File: src/rtl/pmd_pkg.sv
// constants, register map and state record of the pointer motor pwm driver
package pmd_pkg;
  localparam int          N_UNITS     = 7;
  localparam logic [11:0] ADDR_UQ     = 12'h000; // unit_quadrant_buffer
  localparam logic [11:0] ADDR_COS    = 12'h004; // cosine_buffer
  localparam logic [11:0] ADDR_SIN    = 12'h008; // sine_buffer, busy on read
  localparam logic [11:0] ADDR_DET    = 12'h00C; // rotor_detect_control
  localparam logic [11:0] ADDR_CTRL   = 12'h010; // motor_module_enable
  localparam int          SEL_LSB     = 3;
  localparam logic [2:0]  SEL_BAD     = 3'h7;
  localparam int          BUSY_BIT    = 0;
  localparam int          EN_BIT      = 0;
  localparam logic [7:0]  CNT_ZERO    = 8'h00;
  localparam logic [7:0]  CNT_TOP     = 8'hFF;
  localparam logic [1:0]  DET_HITS    = 2'h3;
  localparam logic [1:0]  QUAD_00     = 2'h0;
  localparam logic [1:0]  QUAD_01     = 2'h1;
  localparam logic [1:0]  QUAD_10     = 2'h2;
  localparam int          PCLK_NS     = 25;
  localparam int          PWM_PERIOD  = 256;               // cycles per pwm period
  localparam int          XFER_MAX_NS = PWM_PERIOD * PCLK_NS; // longest wait for transfer
  localparam int          XFER_MAX    = XFER_MAX_NS / PCLK_NS;

  typedef struct packed {
    logic                 en;
    logic [7:0]           cnt;
    logic [7:0]           uq_buf;
    logic [7:0]           cos_buf;
    logic [7:0]           sin_buf;
    logic                 busy;
    logic [6:0][7:0]      sin_u;
    logic [6:0][7:0]      cos_u;
    logic [6:0][1:0]      quad_u;
    logic [6:0][1:0]      pwm;
    logic [6:0][6:0][1:0] dly;
    logic [6:0][3:0]      out;
    logic [6:0]           det_en;
    logic [6:0]           det_res;
    logic [6:0][1:0]      hits;
    logic [6:0]           s1;
    logic [6:0]           s2;
    logic [6:0]           s3;
    logic [6:0]           filt;
    logic                 pready;
    logic [31:0]          prdata;
    logic                 pslverr;
  } pmd_state_s;

  localparam pmd_state_s PMD_RST = '0;
endpackage

File: src/rtl/pmd_driver.sv
// pointer motor pwm driver: apb registers, shared counter, seven units, rotor detect
// Notes on behaviour
// - one 8-bit free-running up counter feeds every unit
// - each unit compares its sine and cosine values with the counter
// - output flop sets at counter zero, clears on compare match
// - each unit delays its flop outputs by its own fixed cycle count
// - quadrant setting routes two pwm signals onto four bridge lines
// - buffered unit/quadrant, sine, cosine move to the chosen unit together
// - sine write sets busy; transfer at next counter zero, within 256 cycles
// - transfer clears busy; unit uses new values at once
// - after reset the module is idle with all motor lines low
// - enable starts the counter; outputs stay low until values loaded
// - writing 1 to a detect bit starts comparator sampling
// - result reads 1 only after three consecutive 1 samples, one clock apart
// - writing 0 to a detect bit stops sampling and clears the result
// - detection runs on all units at once, independently
// - clearing enable stops counter, zeroes outputs, clears state, powers comparators down
// - pwm period is 256 module clock cycles
// - unit select codes 0 to 6 pick units, code 7 is ignored
// - quadrant 00/01/10/11 route sine and cosine as per table, others low
// - value n gives duty n/256; never continuously high
// - busy reads at bit 0 of the sine buffer address
//
// The APB register port and the register offsets were decided locally.
module pmd_driver
  import pmd_pkg::*;
(
  input  wire logic                     pclk,
  input  wire logic                     presetn,
  input  wire logic                     psel,
  input  wire logic                     penable,
  input  wire logic                     pwrite,
  input  wire logic [11:0]              paddr,
  input  wire logic [31:0]              pwdata,
  output logic      [31:0]              prdata,
  output logic                          pready,
  output logic                          pslverr,
  input  wire logic [pmd_pkg::N_UNITS-1:0] rotor_cmp_in,
  output logic                          comparator_supply_en,
  output logic      [pmd_pkg::N_UNITS-1:0] bridge1_plus_out,
  output logic      [pmd_pkg::N_UNITS-1:0] bridge1_minus_out,
  output logic      [pmd_pkg::N_UNITS-1:0] bridge2_plus_out,
  output logic      [pmd_pkg::N_UNITS-1:0] bridge2_minus_out
);
  import pmd_pkg::*;

  pmd_state_s st_r;
  pmd_state_s st_nxt;
  logic       setup;
  logic       wr;
  logic       hit;

  // apb phase decode
  assign setup = psel & ~penable;
  assign wr    = psel & penable & st_r.pready & pwrite;
  assign hit   = (paddr == ADDR_UQ) | (paddr == ADDR_COS) | (paddr == ADDR_SIN) |
                 (paddr == ADDR_DET) | (paddr == ADDR_CTRL);

  // next state of the whole block
  always_comb begin
    pmd_state_s hold;
    logic [1:0] p;
    logic [7:0] cv;
    hold   = PMD_RST;
    p      = 2'h0;
    cv     = 8'h00;
    st_nxt = st_r;
    // apb slave: answer in the cycle after setup
    st_nxt.pready  = setup;
    st_nxt.pslverr = setup & ~hit;
    st_nxt.prdata  = 32'h0000_0000;
    if (setup && !pwrite) begin
      case (paddr)
        ADDR_UQ:   st_nxt.prdata = {24'h00_0000, st_r.uq_buf};
        ADDR_COS:  st_nxt.prdata = {24'h00_0000, st_r.cos_buf};
        ADDR_SIN:  st_nxt.prdata = {31'h0000_0000, st_r.busy};
        ADDR_DET:  st_nxt.prdata = {25'h000_0000, st_r.det_res};
        ADDR_CTRL: st_nxt.prdata = {31'h0000_0000, st_r.en};
        default:   st_nxt.prdata = 32'h0000_0000;
      endcase
    end
    // shared counter, wraps every 256 cycles
    st_nxt.cnt = 8'(st_r.cnt + 8'h01);
    // scheduler download one cycle before the counter returns to zero
    if (st_r.busy && st_r.cnt == CNT_TOP) begin
      st_nxt.busy = 1'b0;
      for (int i = 0; i < N_UNITS; i++) begin
        if (st_r.uq_buf[SEL_LSB+:3] != SEL_BAD && st_r.uq_buf[SEL_LSB+:3] == 3'(i)) begin
          st_nxt.sin_u[i]  = st_r.sin_buf;
          st_nxt.cos_u[i]  = st_r.cos_buf;
          st_nxt.quad_u[i] = st_r.uq_buf[1:0];
        end
      end
    end
    // per unit pwm, delay, routing and detection
    for (int i = 0; i < N_UNITS; i++) begin
      for (int c = 0; c < 2; c++) begin
        cv = (c == 0) ? st_r.sin_u[i] : st_r.cos_u[i];
        if (st_r.cnt == cv) begin
          st_nxt.pwm[i][c] = 1'b0;
        end else if (st_r.cnt == CNT_ZERO) begin
          st_nxt.pwm[i][c] = 1'b1;
        end
      end
      st_nxt.dly[i][0] = st_r.pwm[i];
      for (int k = 1; k < N_UNITS; k++) begin
        st_nxt.dly[i][k] = st_r.dly[i][k-1];
      end
      p = st_r.dly[i][i];
      case (st_r.quad_u[i])
        QUAD_00: st_nxt.out[i] = {1'b0, p[1], 1'b0, p[0]};
        QUAD_01: st_nxt.out[i] = {p[1], 1'b0, 1'b0, p[0]};
        QUAD_10: st_nxt.out[i] = {p[1], 1'b0, p[0], 1'b0};
        default: st_nxt.out[i] = {1'b0, p[1], p[0], 1'b0};
      endcase
      // three consecutive ones on the filtered comparator set the result
      if (!st_r.det_en[i]) begin
        st_nxt.hits[i]    = 2'h0;
        st_nxt.det_res[i] = 1'b0;
      end else if (st_r.filt[i]) begin
        st_nxt.hits[i] = (st_r.hits[i] == DET_HITS) ? DET_HITS : 2'(st_r.hits[i] + 2'h1);
        if (st_nxt.hits[i] == DET_HITS) begin
          st_nxt.det_res[i] = 1'b1;
        end
      end else begin
        st_nxt.hits[i] = 2'h0;
      end
    end
    // pin synchroniser and agreement filter
    st_nxt.s1   = rotor_cmp_in;
    st_nxt.s2   = st_r.s1;
    st_nxt.s3   = st_r.s2;
    st_nxt.filt = (st_r.s2 & st_r.s3) | (st_r.filt & (st_r.s2 | st_r.s3));
    // register writes, taken at the access edge
    if (wr) begin
      case (paddr)
        ADDR_UQ:   st_nxt.uq_buf  = pwdata[7:0];
        ADDR_COS:  st_nxt.cos_buf = pwdata[7:0];
        ADDR_SIN: begin
          st_nxt.sin_buf = pwdata[7:0];
          st_nxt.busy    = 1'b1;
        end
        ADDR_DET: begin
          st_nxt.det_en = pwdata[6:0];
          for (int i = 0; i < N_UNITS; i++) begin
            if (!pwdata[i]) begin
              st_nxt.hits[i]    = 2'h0;
              st_nxt.det_res[i] = 1'b0;
            end
          end
        end
        ADDR_CTRL: st_nxt.en = pwdata[EN_BIT];
        default:   st_nxt.en = st_nxt.en;
      endcase
    end
    // standby clears everything but the bus answer
    if (!st_nxt.en) begin
      hold         = PMD_RST;
      hold.pready  = st_nxt.pready;
      hold.prdata  = st_nxt.prdata;
      hold.pslverr = st_nxt.pslverr;
      st_nxt       = hold;
    end
  end

  // single state register
  always_ff @(posedge pclk or negedge presetn) begin
    if (!presetn) begin
      st_r <= PMD_RST;
    end else begin
      st_r <= st_nxt;
    end
  end

  // outputs straight from flops
  assign prdata               = st_r.prdata;
  assign pready               = st_r.pready;
  assign pslverr              = st_r.pslverr;
  assign comparator_supply_en = st_r.en;

  generate
    for (genvar g = 0; g < N_UNITS; g++) begin : g_out
      assign bridge1_plus_out[g]  = st_r.out[g][0];
      assign bridge1_minus_out[g] = st_r.out[g][1];
      assign bridge2_plus_out[g]  = st_r.out[g][2];
      assign bridge2_minus_out[g] = st_r.out[g][3];
    end
  endgenerate

  logic en_stays;
  assign en_stays = st_r.en & ~(wr & (paddr == ADDR_CTRL) & ~pwdata[EN_BIT]);
endmodule

File: config.mk
export PLATFORM = sky130hd
export DESIGN_NAME = pmd_driver
export DESIGN_NICKNAME = d
export VERILOG_FILES = /design/src/rtl/pmd_pkg.sv /design/src/rtl/pmd_driver.sv
export SDC_FILE = /design/constraint.sdc
export NUM_CORES = 1
export LEC_CHECK = 0
export BUFFER_PORTS_ARGS = -buffer_cell sky130_fd_sc_hd__buf_2
export CORE_MARGIN = 3
export CORE_UTILIZATION = 45
export CTS_CLUSTER_DIAMETER = 80
export DETAILED_ROUTE_END_ITERATION = 6
export GPL_TIMING_DRIVEN = 1
export PLACE_DENSITY = 0.69
export SETUP_SLACK_MARGIN = 0.2
export SLEW_MARGIN = 40
export SYNTH_ARGS = -nofsm -noshare
export SYNTH_HDL_FRONTEND = slang
export SYNTH_SLANG_ARGS = --single-unit
File: constraint.sdc
create_clock -name pclk -period 2.18 [get_ports pclk]
set_input_delay 0.436 -clock pclk [delete_from_list [all_inputs] [get_ports pclk]]
set_output_delay 0.436 -clock pclk [all_outputs]
set_load 0.01 [all_outputs]
==> flow_metrics.env <==
export IMPL_status="finished clean"
export IMPL_seqPwrFrac=0.455
export IMPL_comb_power_share=0.128
export IMPL_crit_arrival_ns=2.35
export IMPL_vias=9677
export IMPL_hold_path_class="in -> reg"
export IMPL_pin_count=119
export IMPL_critPathLaunchType="flip-flop"
export IMPL_synthTopCellsByCount="324 x dfrtp_1, 202 x nand2_1, 116 x a21oi_1, 116 x xnor2_1, 86 x nor2_1"
export IMPL_yosys_area_share_simple=0.173
export IMPL_wl_met3_um=2120
export IMPL_crit_chain="ha_2, nand2_2, nor4b_4, buf_4, and3_1, buf_8, nand2_1, a21oi_2"
export IMPL_relSlewSlack=0.516
export IMPL_synth_compound_area_share=0.0817
export IMPL_max_stage_delay_ns=0.40
export IMPL_switching_share=0.249
export IMPL_core_area_sq_mm=0.0309
export IMPL_clkLatencyLatePin_ns=0.52
export IMPL_yosys_area_top_type="dfrtp_1"
export IMPL_power_frac_clock=0.416
export IMPL_end_kind="flip-flop"
export IMPL_crit_type="reg -> reg"
export IMPL_wl_per_cell_um=17.7
export IMPL_yosys_warnings=0
export IMPL_met2_length_um=15300
export IMPL_synthMuxAreaShare=0.0324
export IMPL_overflow=0
export IMPL_tightest_slew_ns=0.720
export IMPL_dpl_hpwl_um=20500
export IMPL_post_route_min_period_ns=1.91
export IMPL_cp_num_buf_inv=2
export IMPL_timing_max_cap_violations=0
export IMPL_n_antenna_cell=0
export IMPL_synth_top_area_frac=0.570
export IMPL_stdcell_count=1830
export IMPL_cts_sinks=324
export IMPL_synth_seq_area_share=0.570
export IMPL_power_density_mw_per_mm2=843
export IMPL_syn_area_per_cell_sq_um=10.5
export IMPL_gp_congestion=0.861
export IMPL_synth_cell_types=48
export IMPL_synth_top_family_by_area="simple AND/OR/NAND/NOR gates"
export IMPL_ir_drop_mv=0.476
export IMPL_synth_xor_area_frac=0.0769
export IMPL_clockBufferDepth=3
export IMPL_fin_crit_sh=0.878
export IMPL_power_leakage_uw=0.00707
export IMPL_ys_seq_elements=324
export IMPL_ctsHtreeMaxLevel=2
export IMPL_place_inst=1760
export IMPL_worst_path_dominant_cell_family="simple AND/OR/NAND/NOR gates"
export IMPL_drive_above_1_share=0.162
export IMPL_die_area_sq_mm=0.0338
export IMPL_wl_um=32400
export IMPL_routed_via_density=5.29
export IMPL_netlist_instances=1359
export IMPL_finalMaxSlewViolations=0
export IMPL_grt_usage=0.196
export IMPL_cp_required_ns=2.62
export IMPL_antenna_found_initial=0
export IMPL_power_switching_uw=3450
export IMPL_synth_area_top_cells="dfrtp_1 57%, xnor2_1 7.1%, nand2_1 5.3%"
export IMPL_cts_tree="done"
export IMPL_path_clk_slew_ns=0.06
export IMPL_max_freq_mhz=522
export IMPL_die_w_um=184
export IMPL_finalHoldViolations=0
export IMPL_drtIter0Drc=647
export IMPL_met1_length_um=13800
export IMPL_synthFlopType="dfrtp_1"
export IMPL_synthArstFlopShare=1.00
export IMPL_cts_made_buffers=35
export IMPL_synthAdderAreaFrac=0.00176
export IMPL_synth_edf_count=0
export IMPL_drcViolationCount=0
export IMPL_die_h_um=184
export IMPL_clock_skew_final_ns=0.0173
export IMPL_final_nets=1470
export IMPL_slowest_stage="dfrtp_1"
export IMPL_synth_most_common_cell="dfrtp_1"
export IMPL_synth_area_sq_mm=0.0142
export IMPL_ant_nets=0
export IMPL_cts_root_buffer="clkbuf_16"
export IMPL_dr_pass1_iters=5
export IMPL_critPathMaxFanout=18
export IMPL_start_util=0.460
export IMPL_top_layer="met4"
export IMPL_grt_pass1_wl_um=52600
export IMPL_rsz0062_at_grt="true"
export IMPL_port_buffer_count=70
export IMPL_grt_max_degree=77
export IMPL_finalSetupViolations=0
export IMPL_area_delta_synth_final_pct=15.2
export IMPL_p_int_uw=10400
export IMPL_fillCellCount=2648
export IMPL_rows=64
export IMPL_grt_pass1_vias=9768
export IMPL_total_power_uw=13800
sequential cells by signal (all words and copies together) (netlist names):
signal / flops
st_r: 285
prdata: 8
bridge1_minus_out: 7
bridge1_plus_out: 7
bridge2_minus_out: 7
bridge2_plus_out: 7
comparator_supply_en: 1
pready: 1
pslverr: 1
metrics by stage:
stage	TNS (ns)	hold WS (ns)	setup WS [ns]	utilization	instance area, sq um
floorplan	0	0.140	0.206	-	14300
global placement	0	0.392	0.0261	0.485	15000
detailed placement	-0.0736	0.394	-0.0242	0.485	15000
CTS	0	0.105	0.202	0.523	16200
global route	0	0.115	0.173	0.531	16400
finish	0	0.120	0.265	0.531	16400
final timing paths:
| kind | startpoint | slack [ns] | cells past startpoint | to |
|---|---|---|---|---|
| setup / recovery | st_r[382] | 0.27 | 8 | st_r[270] |
| hold / removal | rotor_cmp_in[3] | 0.12 | 2 | st_r[58] |
| setup reg to reg | st_r[382] | 0.27 | 8 | st_r[270] |
| hold reg to reg | st_r[176] | 0.43 | 1 | st_r[178] |
| max in group asynchronous | presetn | 0.98 | 3 | st_r[176] |
| min in group asynchronous | presetn | 0.44 | 2 | st_r[40] |
what timing repair did:
action | CTS | global route
pin swaps | 1 | 5
setup endpoints to repair | 72 | 111
buffers inserted | 3 | 5
endpoints found under the hold margin | 50 | 0
resized for setup | 5 | 38
gates cloned | 0 | 2
hold buffers | 1 | 0
cell usage in the layout (no fill, tap or decap), types with 3 or more instances in the layout:
cell type  count
and3_1        20
dfrtp_1      324
nand3_1       11
o22ai_1       14
o21ai_0       29
and2_1        82
nand4_1       35
a32o_1         7
nand2_1      198
buf_12        13
clkbuf_1       8
conb_1        24
buf_4         52
o2bb2ai_1      7
nor2_1        84
nor3b_1       17
nor3_1        24
buf_6          3
a21oi_1       98
xor2_1         9
buf_2         69
mux2i_1       46
a21oi_2       17
nor4_1         3
buf_16         3
clkbuf_16     38
a22o_1        15
clkbuf_8       9
xnor2_1      116
inv_1         11
and4_1         3
kinds of logic after synthesis:
family	count (synthesis)
xor+xnor	125
compound gates	198
mux	46
flops	324
other cells	1
buf+inv	164
fa+ha+maj	2
simple gates	499
power groups by stage:
stage          sequential (uW)  clock, uW  combinational (uW)
3_3_place_gp              6390          0                1730
2_1_floorplan             6350          0                1280
3_5_place_dp              6400          0                1760
5_1_grt                   6320       6170                1950
6_report                  6300       5760                1770
4_1_cts                   6290       5880                1760
per-layer routing:
| metal | up-vias | global-route usage |
|---|---|---|
| li1 | 4552 | - |
| met1 | 4755 | 0.259 |
| met2 | 304 | 0.322 |
| met3 | 66 | 0.0419 |
| met4 | 0 | 0.0723 |
| met5 | - | 0 |
final cells by class:
type,instances,area [sq um],area share
repair buffers,145,1200,0.0733
well taps,396,495,0.0302
flip-flops and latches,324,8110,0.494
inverters,12,45.0,0.00275
clock buffers,53,1050,0.0643
multi-input cells,894,5420,0.330
clock inverters,6,77.6,0.00473
Power figures use the tool's default switching activity.
